===== config.mk =====
export PLATFORM = sky130hd
export DESIGN_NAME = rtc_subsecond_offset_leap_ctrl
export DESIGN_NICKNAME = d
export VERILOG_FILES = /design/src/rtc_adj_pkg.sv /design/src/rtc_subsecond_offset_leap_ctrl.sv /design/src/timebase_1024.sv
export SDC_FILE = /design/constraint.sdc
export NUM_CORES = 1
export LEC_CHECK = 0
export CAP_MARGIN = 25
export CORE_MARGIN = 5
export CORE_UTILIZATION = 30
export CTS_BUF_LIST = sky130_fd_sc_hd__clkbuf_4 sky130_fd_sc_hd__clkbuf_8
export DETAILED_ROUTE_END_ITERATION = 7
export DONT_BUFFER_PORTS = 1
export PLACE_DENSITY = 0.47
export SKIP_CTS_REPAIR_TIMING = 1
export SLEW_MARGIN = 20
export SYNTH_ARGS = -nofsm -noshare
export SYNTH_HDL_FRONTEND = slang
export SYNTH_HIERARCHICAL = 1
export SYNTH_SLANG_ARGS = --single-unit

===== constraint.sdc =====
create_clock -name clk_sys -period 2.9 [get_ports clk_sys]
set_input_delay 0.58 -clock clk_sys [delete_from_list [all_inputs] [get_ports clk_sys]]
set_output_delay 0.58 -clock clk_sys [all_outputs]
set_load 0.05 [all_outputs]

===== src/rtc_adj_pkg.sv =====
// Package with register map, field layout and timing for the RTC adjust block
`default_nettype none

package rtc_adj_pkg;

    // ************************************************************
    // Timing
    // ************************************************************
    localparam int unsigned CLK_HZ     = 100_000_000;
    localparam int unsigned TICK_HZ    = 1024;
    // Longest whole period of the timebase, rounded down
    localparam int unsigned TICK_DIV   = CLK_HZ / TICK_HZ;
    localparam int unsigned TICK_CNT_W = 17;

    // ************************************************************
    // Register offsets
    // ************************************************************
    localparam logic [7:0] ADDR_SEC        = 8'h00;
    localparam logic [7:0] ADDR_YEAR       = 8'h06;
    localparam logic [7:0] ADDR_FRAC_LOW   = 8'h10;
    localparam logic [7:0] ADDR_FRAC_HIGH  = 8'h11;
    localparam logic [7:0] ADDR_SECOND_COUNT_MIRROR    = 8'h12;
    localparam logic [7:0] ADDR_YEAR_MIR   = 8'h18;
    localparam logic [7:0] ADDR_ADJ_LOW    = 8'h1c;
    localparam logic [7:0] ADDR_ADJ_HIGH   = 8'h1d;
    localparam logic [7:0] ADDR_HALT       = 8'h1e;

    // Calendar slot index, shared by primary and mirror addresses
    localparam logic [2:0] CAL_SEC   = 3'h0;
    localparam logic [2:0] CAL_MIN   = 3'h1;
    localparam logic [2:0] CAL_HOUR  = 3'h2;
    localparam logic [2:0] CAL_WDAY  = 3'h3;
    localparam logic [2:0] CAL_DAY   = 3'h4;
    localparam logic [2:0] CAL_MON   = 3'h5;
    localparam logic [2:0] CAL_YEAR  = 3'h6;
    localparam logic [2:0] CAL_NONE  = 3'h7;

    // ************************************************************
    // Field layout
    // ************************************************************
    localparam int unsigned ADJ_W        = 11;
    localparam int unsigned FRAC_W       = 10;
    localparam int unsigned ADJ_SIGN     = 10;
    localparam int unsigned ADJ_START    = 7;   // adjust_start_bit
    localparam int unsigned ADJ_DONE     = 6;   // adjust_done_flag
    localparam int unsigned HALT_STOP    = 0;
    localparam int unsigned BIN_W        = 33;
    localparam logic [9:0]  FRAC_MAX     = 10'h3ff;

    // ************************************************************
    // Counter limits and reset values (BCD)
    // ************************************************************
    localparam logic [7:0] SEC_LAST   = 8'h59;
    localparam logic [7:0] SEC_LEAP   = 8'h60;
    localparam logic [7:0] MIN_LAST   = 8'h59;
    localparam logic [7:0] HOUR_LAST  = 8'h23;
    localparam logic [2:0] WDAY_LAST  = 3'h6;
    localparam logic [7:0] MON_LAST   = 8'h12;
    localparam logic [7:0] MON_FEB    = 8'h02;
    localparam logic [7:0] YEAR_LAST  = 8'h99;
    localparam logic [7:0] BCD_ZERO   = 8'h00;
    localparam logic [7:0] BCD_ONE    = 8'h01;
    localparam logic [7:0] DAYS_31    = 8'h31;
    localparam logic [7:0] DAYS_30    = 8'h30;
    localparam logic [7:0] DAYS_29    = 8'h29;
    localparam logic [7:0] DAYS_28    = 8'h28;

    // ************************************************************
    // Types
    // ************************************************************
    typedef struct packed {
        logic       wr;
        logic       rd;
        logic [7:0] addr;
        logic [7:0] wdata;
    } reg_req_t;

    typedef enum logic {
        ADJ_READY = 1'b0,
        ADJ_ARMED = 1'b1
    } adj_state_t;

endpackage

`default_nettype wire


===== src/rtc_subsecond_offset_leap_ctrl.sv =====
// Sub-second offset, counter halt, leap year and leap second logic
`default_nettype none

module rtc_subsecond_offset_leap_ctrl #(
    parameter int unsigned TICK_DIV = rtc_adj_pkg::TICK_DIV
) (
    input  wire logic                  clk_sys,
    input  wire logic                  resetn,
    input  wire rtc_adj_pkg::reg_req_t reg_req,
    output logic [7:0]                 reg_rdata,
    output logic [32:0]                bin_seconds
);
    import rtc_adj_pkg::*;

    // ************************************************************
    // Helper functions
    // ************************************************************
    function automatic logic [7:0] bcd_inc(input logic [7:0] v);
        if (v[3:0] == 4'h9) begin
            bcd_inc = {v[7:4] + 4'h1, 4'h0};
        end else begin
            bcd_inc = {v[7:4], v[3:0] + 4'h1};
        end
    endfunction

    // BCD year divisible by four: even tens with 0/4/8, odd tens with 2/6
    function automatic logic leap_year(input logic [7:0] y);
        if (y[4] == 1'b0) begin
            leap_year = (y[3:0] == 4'h0) || (y[3:0] == 4'h4) ||
                        (y[3:0] == 4'h8);
        end else begin
            leap_year = (y[3:0] == 4'h2) || (y[3:0] == 4'h6);
        end
    endfunction

    function automatic logic [7:0] days_max(input logic [7:0] m,
                                            input logic [7:0] y);
        unique case (m)
            MON_FEB:                    days_max = leap_year(y) ?
                                                   DAYS_29 : DAYS_28;
            8'h04, 8'h06, 8'h09, 8'h11: days_max = DAYS_30;
            default:                    days_max = DAYS_31;
        endcase
    endfunction

    // Primary and mirror addresses reach the same calendar slot
    function automatic logic [2:0] cal_index(input logic [7:0] a);
        if (a <= ADDR_YEAR) begin
            cal_index = a[2:0];
        end else if (a >= ADDR_SECOND_COUNT_MIRROR && a <= ADDR_YEAR_MIR) begin
            cal_index = 3'(a - ADDR_SECOND_COUNT_MIRROR);
        end else begin
            cal_index = CAL_NONE;
        end
    endfunction

    // ************************************************************
    // State
    // ************************************************************
    logic [7:0]        sec_ff, min_ff, hour_ff, day_ff, mon_ff, year_ff;
    logic [7:0]        nxt_sec, nxt_min, nxt_hour, nxt_day, nxt_mon;
    logic [7:0]        nxt_year;
    logic [2:0]        wday_ff, nxt_wday;
    logic [FRAC_W-1:0] frac_ff, nxt_frac;
    logic [BIN_W-1:0]  bin_ff, nxt_bin;
    logic [ADJ_W-1:0]  adj_val_ff, nxt_adj_val;
    adj_state_t        adj_state_ff, nxt_adj_state;
    logic              stop_ff, nxt_stop;
    logic [7:0]        rdata_ff, nxt_rdata;

    logic       tick;
    logic       sec_upd;
    logic       sec_inc;
    logic       adj_apply;
    logic       wr_en;
    logic [2:0] wr_idx;
    logic [2:0] rd_idx;

    timebase_1024 #(
        .DIV (TICK_DIV)
    ) u_timebase (
        .clk_sys (clk_sys),
        .resetn  (resetn),
        .run     (!stop_ff),
        .tick    (tick)
    );

    assign wr_en     = reg_req.wr;
    assign wr_idx    = cal_index(reg_req.addr);
    assign rd_idx    = cal_index(reg_req.addr);
    assign sec_upd   = tick && !stop_ff && (frac_ff == FRAC_MAX);
    assign adj_apply = sec_upd && (adj_state_ff == ADJ_ARMED);
    // A negative offset swallows this second, so the count loses time
    assign sec_inc   = sec_upd && !(adj_apply && adj_val_ff[ADJ_SIGN]);

    // ************************************************************
    // Counting chain and register writes
    // ************************************************************
    always_comb begin
        logic c_min;
        logic c_hour;
        logic c_day;
        logic c_mon;
        c_min     = 1'b0;
        c_hour    = 1'b0;
        c_day     = 1'b0;
        c_mon     = 1'b0;
        nxt_sec   = sec_ff;
        nxt_min   = min_ff;
        nxt_hour  = hour_ff;
        nxt_wday  = wday_ff;
        nxt_day   = day_ff;
        nxt_mon   = mon_ff;
        nxt_year  = year_ff;
        nxt_frac  = frac_ff;
        nxt_bin   = bin_ff;
        nxt_stop  = stop_ff;
        nxt_adj_val   = adj_val_ff;
        nxt_adj_state = adj_state_ff;
        // Fraction counts only while running; halted tick never fires
        if (tick && !stop_ff) begin
            nxt_frac = frac_ff + 1'b1;
        end
        if (adj_apply) begin
            // Low ten bits equal count+offset modulo 1024 for both signs
            nxt_frac      = adj_val_ff[FRAC_W-1:0];
            nxt_adj_state = ADJ_READY;
        end
        if (sec_inc) begin
            nxt_bin = bin_ff + 1'b1;
            if (sec_ff == SEC_LEAP) begin
                nxt_sec = BCD_ZERO;
            end else if (sec_ff == SEC_LAST) begin
                nxt_sec = BCD_ZERO;
                c_min   = 1'b1;
            end else begin
                nxt_sec = bcd_inc(sec_ff);
            end
        end
        if (c_min) begin
            nxt_min = (min_ff == MIN_LAST) ? BCD_ZERO : bcd_inc(min_ff);
            c_hour  = (min_ff == MIN_LAST);
        end
        if (c_hour) begin
            nxt_hour = (hour_ff == HOUR_LAST) ? BCD_ZERO : bcd_inc(hour_ff);
            c_day    = (hour_ff == HOUR_LAST);
        end
        if (c_day) begin
            nxt_wday = (wday_ff == WDAY_LAST) ? 3'h0 : wday_ff + 3'h1;
            // February limit follows the leap test
            c_mon    = (day_ff == days_max(mon_ff, year_ff));
            nxt_day  = c_mon ? BCD_ONE : bcd_inc(day_ff);
        end
        if (c_mon) begin
            nxt_mon = (mon_ff == MON_LAST) ? BCD_ONE : bcd_inc(mon_ff);
            if (mon_ff == MON_LAST) begin
                nxt_year = (year_ff == YEAR_LAST) ? BCD_ZERO
                                                  : bcd_inc(year_ff);
            end
        end
        // Host writes win over counting in the same cycle
        if (wr_en) begin
            unique case (wr_idx)
                CAL_SEC:  nxt_sec  = reg_req.wdata;
                CAL_MIN:  nxt_min  = reg_req.wdata;
                CAL_HOUR: nxt_hour = reg_req.wdata;
                CAL_WDAY: nxt_wday = reg_req.wdata[2:0];
                CAL_DAY:  nxt_day  = reg_req.wdata;
                CAL_MON:  nxt_mon  = reg_req.wdata;
                CAL_YEAR: nxt_year = reg_req.wdata;
                CAL_NONE: ;
            endcase
            unique case (reg_req.addr)
                ADDR_SEC:       nxt_frac = '0;
                ADDR_FRAC_LOW:  nxt_frac[1:0] = reg_req.wdata[1:0];
                ADDR_FRAC_HIGH: nxt_frac[9:2] = reg_req.wdata;
                ADDR_ADJ_LOW: begin
                    nxt_adj_val[4:0] = reg_req.wdata[4:0];
                    // A new start beats a completion in the same cycle
                    if (reg_req.wdata[ADJ_START]) begin
                        nxt_adj_state = ADJ_ARMED;
                    end
                end
                ADDR_ADJ_HIGH:  nxt_adj_val[10:5] = reg_req.wdata[5:0];
                ADDR_HALT:      nxt_stop = reg_req.wdata[HALT_STOP];
                default: ;
            endcase
        end
    end

    always_ff @(posedge clk_sys or negedge resetn) begin
        if (!resetn) begin
            sec_ff       <= BCD_ZERO;
            min_ff       <= BCD_ZERO;
            hour_ff      <= BCD_ZERO;
            wday_ff      <= 3'h0;
            day_ff       <= BCD_ONE;
            mon_ff       <= BCD_ONE;
            year_ff      <= BCD_ZERO;
            frac_ff      <= '0;
            bin_ff       <= '0;
            adj_val_ff   <= '0;
            adj_state_ff <= ADJ_READY;
            stop_ff      <= 1'b0;
        end else begin
            sec_ff       <= nxt_sec;
            min_ff       <= nxt_min;
            hour_ff      <= nxt_hour;
            wday_ff      <= nxt_wday;
            day_ff       <= nxt_day;
            mon_ff       <= nxt_mon;
            year_ff      <= nxt_year;
            frac_ff      <= nxt_frac;
            bin_ff       <= nxt_bin;
            adj_val_ff   <= nxt_adj_val;
            adj_state_ff <= nxt_adj_state;
            stop_ff      <= nxt_stop;
        end
    end

    // ************************************************************
    // Read path
    // ************************************************************
    // Registered so the answer stays stable until the next read strobe
    always_comb begin
        nxt_rdata = rdata_ff;
        if (reg_req.rd) begin
            unique case (rd_idx)
                CAL_SEC:  nxt_rdata = sec_ff;
                CAL_MIN:  nxt_rdata = min_ff;
                CAL_HOUR: nxt_rdata = hour_ff;
                CAL_WDAY: nxt_rdata = {5'h00, wday_ff};
                CAL_DAY:  nxt_rdata = day_ff;
                CAL_MON:  nxt_rdata = mon_ff;
                CAL_YEAR: nxt_rdata = year_ff;
                CAL_NONE: begin
                    unique case (reg_req.addr)
                        ADDR_FRAC_LOW:  nxt_rdata = {6'h00, frac_ff[1:0]};
                        ADDR_FRAC_HIGH: nxt_rdata = frac_ff[9:2];
                        ADDR_ADJ_LOW:   nxt_rdata =
                            {1'b0, adj_state_ff == ADJ_READY, 1'b0,
                             adj_val_ff[4:0]};
                        ADDR_ADJ_HIGH:  nxt_rdata =
                            {2'b00, adj_val_ff[10:5]};
                        ADDR_HALT:      nxt_rdata = {7'h00, stop_ff};
                        default:        nxt_rdata = 8'h00;
                    endcase
                end
            endcase
        end
    end

    always_ff @(posedge clk_sys or negedge resetn) begin
        if (!resetn) begin
            rdata_ff <= 8'h00;
        end else begin
            rdata_ff <= nxt_rdata;
        end
    end

    assign reg_rdata   = rdata_ff;
    assign bin_seconds = bin_ff;
endmodule // rtc_subsecond_offset_leap_ctrl

`default_nettype wire


===== src/timebase_1024.sv =====
// Divider that makes the 1024 Hz counting tick from the system clock
`default_nettype none

module timebase_1024 #(
    parameter int unsigned DIV = rtc_adj_pkg::TICK_DIV
) (
    input  wire logic clk_sys,
    input  wire logic resetn,
    input  wire logic run,
    output logic      tick
);
    import rtc_adj_pkg::*;

    localparam logic [TICK_CNT_W-1:0] LAST = TICK_CNT_W'(DIV - 1);

    logic [TICK_CNT_W-1:0] cnt_ff;
    logic [TICK_CNT_W-1:0] nxt_cnt;

    // Held at zero while halted, so a restart begins a full period
    always_comb begin
        if (!run || cnt_ff == LAST) begin
            nxt_cnt = '0;
        end else begin
            nxt_cnt = cnt_ff + 1'b1;
        end
    end

    always_ff @(posedge clk_sys or negedge resetn) begin
        if (!resetn) begin
            cnt_ff <= '0;
        end else begin
            cnt_ff <= nxt_cnt;
        end
    end

    assign tick = run && (cnt_ff == LAST);

endmodule // timebase_1024

`default_nettype wire


==> flow_metrics.tcl <==
set metrics [dict create \
    htree_num_levels 4 \
    row_count 61 \
    grt-ovfl-total 0 \
    start_util_pct 30.4 \
    yosysTopAreaCell "dfrtp_1" \
    grt_pass1_wl_mm 42.6 \
    core-area_um2 27800 \
    cp_slowest_cell "dfrtp_1" \
    cap_violations 0 \
    clock_power_share_pct 35.0 \
    setup_tns_ns 0 \
    timing.hold.ws_ns -0.205 \
    insertedDiodeCount 0 \
    syn-num-nets 1003 \
    nets 1067 \
    io_buffer_count 0 \
    finalWirelength_mm 27.1 \
    cp.buffers_inverters 0 \
    yosysUniqueCellTypes 86 \
    p_leak_nw 4.13 \
    relSlewSlack_pct 50.1 \
    clkTransAtPathRegs_ns 0.11 \
    clk_path_buf_depth 2 \
    drt_iter0_markers 517 \
    finalSetupViolations 0 \
    placed_cells 1373 \
    syn_area_um2 8440 \
    cpPeakStageDelay_ns 0.43 \
    syn_avg_cell_area_um2 8.83 \
    gr-usage-met1_pct 23.6 \
    violations "negative hold slack" \
    dpl_cell_area_um2 9330 \
    grt_most_used_layer "met2" \
    post-route-drc-count 0 \
    rsz0062_at_grt "true" \
    areaGrowthSynthToFinish_pct 18.0 \
    fp.dieW_um 178 \
    ys_warn_count 6 \
    swShare_pct 35.1 \
    grt_max_degree 133 \
    synth-edff-count 0 \
    timing.final.crit_share_pct 99.2 \
    synthArstFlopShare_pct 100 \
    io-pin-count 61 \
    die_height_um 178 \
    yosys.area_share.simple_pct 26.3 \
    critPathTopFamily "simple AND/OR/NAND/NOR gates" \
    drtAntennaViolNets 0 \
    power_frac_seq_pct 47.9 \
    ys_seq_area_share_pct 39.2 \
    post-dp-hpwl_mm 19.2 \
    skew_ns 0.0243 \
    grt_usage_pct 17.3 \
    worstHoldPathType "in -> async" \
    vias 7496 \
    crit_arrival_ns 3.27 \
    use_met2_pct 27.6 \
    endpoint_kind "register" \
    synth_top_family_by_area "simple AND/OR/NAND/NOR gates" \
    dieArea_um2 31600 \
    cts_root_buffer "clkbuf_8" \
    cts.sinks 132 \
    grt_pass1_vias 7329 \
    final_cells 1411 \
    antenna_found_initial 2 \
    globalRouteMet3Util_pct 4.67 \
    startpoint_type "register" \
    place.gp.congestion 0.874 \
    syn_inst 956 \
    final_layout_size_suffix_gt1_share_pct 19.1 \
    crit_required_ns 3.30 \
    outcome "finished, violations left" \
    wl_per_cell_um 19.2 \
    synthTopCellsByArea "dfrtp_1 39%, nand2_1 5.0%, ha_1 4.0%" \
    routed_via_density 5.31 \
    crit_chain "nor3_2 > nand4bb_4 > nor4_4 > and4b_1 > and3_4 > nand4_1 > nor3_4 > nand4_2 > or4_1 > nand3_1" \
    critPathMaxFanout 4 \
    synth_flop_cell "dfrtp_1" \
    clock_latency_ns 0.46 \
    powerDensity_nw_per_um2 472 \
    switchingPower_mw 1.65 \
    synthXorXnorAreaFrac_pct 6.54 \
    synth_compound_area_share_pct 16.4 \
    synthAdderAreaFrac_pct 4.00 \
    synth_mux_area_share_pct 3.17 \
    numCtsBuffers 17 \
    path_class "reg -> reg" \
    final_area_um2 9960 \
    combPwrFrac_pct 17.0 \
    drt_pre_antenna_iters 6 \
    ir_worst_vdd_uv 294 \
    yosysTopAreaCellShare_pct 38.5 \
    min_period_ns 2.88 \
    synth-seq-cells 132 \
    max_freq_mhz 348 \
    tritoncts "yes" \
    p_int_mw 3.05 \
    slew_viol_final 0 \
    tightest_slew_ns 0.748 \
    finalHoldViolations 130 \
]
## metal layers
metal,part of all wire [%],up-vias
li1,-,3602
met1,46,3657
met2,46,202
met3,6.2,33
met4,1.9,2
met5,0.026,-
## power groups by stage
stage          sequential [mW]  combinational [mW]  clock [mW]
6_report                  2.25               0.802        1.65
5_1_grt                   2.28               0.898        1.78
4_1_cts                   2.25               0.755        1.70
3_5_place_dp              2.28               0.749           0
3_3_place_gp              2.28               0.748           0
2_1_floorplan             2.20               0.583           0
## kinds of logic (layout without fill, tap and decap cells)
logic type,Yosys count,after routing
and+or+nand+nor,416,416
adders and majority gates,27,27
AOI/OAI and AO/OA,215,215
muxes,25,25
xor gates and xnor gates,63,63
buffers and inverters,78,155
DFF,132,132
## cell type report
class,instances,area [um2]
sequential,132,3310
clock buffer,17,234
multi-input combinational,746,4920
tap,378,473
clock inverter,15,184
fill,2898,17800
timing repair buffer,93,731
inverter,30,113
## registers in the layout, summed over array words and instances (netlist names), 8 cells and up
name,flops
mon_ff,8
sec_ff,8
bin_seconds,33
year_ff,8
frac_ff,10
min_ff,8
day_ff,8
hour_ff,8
reg_rdata,8
adj_val_ff,11
u_timebase/cnt_ff,17
## worst paths after layout
path,start,end,slack [ns],cells after the start
max reg2reg,u_timebase/cnt_ff[9],year_ff[1],0.02,10
min,resetn,bin_seconds[23],-0.20,0
max,u_timebase/cnt_ff[9],year_ff[1],0.02,10
min in group clk_sys,reg_req[16],reg_rdata[2],0.21,1
min reg2reg,u_timebase/cnt_ff[0],u_timebase/cnt_ff[0],0.55,2
max in group asynchronous,resetn,day_ff[0],2.76,0
## metrics by stage
step | util (%) | worst slack, ns | total power [mW]
2_1_floorplan | - | 0.0666 | 2.78
3_3_place_gp | 33.6 | -0.0434 | 3.03
3_5_place_dp | 33.6 | -0.0256 | 3.03
4_1_cts | 35.1 | -0.0346 | 4.70
5_1_grt | 35.8 | -0.131 | 4.96
6_report | 35.8 | 0.0238 | 4.70
## worst register-to-register path, stage by stage (launching register included)
cell,delay [ns]
dfrtp_1,0.43
nor3_2,0.26
nand4bb_4,0.15
nor4_4,0.31
and4b_1,0.25
and3_4,0.20
nand4_1,0.19
nor3_4,0.36
nand4_2,0.16
or4_1,0.41
nand3_1,0.09
## cells in the final DEF (no fill, tap or decap), drive strengths merged, types with 28 or more instances in the layout
master  count
dfrtp     130
nand2     113
buf        93
nor2       88
o21ai      66
a21oi      53
nand3      49
inv        38
xnor2      34
xor2       29
nor3       28
## cell usage after synthesis, types with 8 or more instances
library cell  count
xnor2_1          34
clkbuf_1         26
nor3_1           25
o21ai_0          58
nand3_1          46
mux2_2           14
nand3b_1          9
and4_1           12
buf_2            13
or3_1            14
inv_1            30
dfrtp_1         130
nand4_1          25
xor2_1           29
o21ai_1           8
a21oi_1          51
ha_1             27
and3_1           20
a31oi_1          14
mux2i_1          11
nor2_1           86
nand2_1         112
Note: power is estimated with default switching activity, not from simulation.
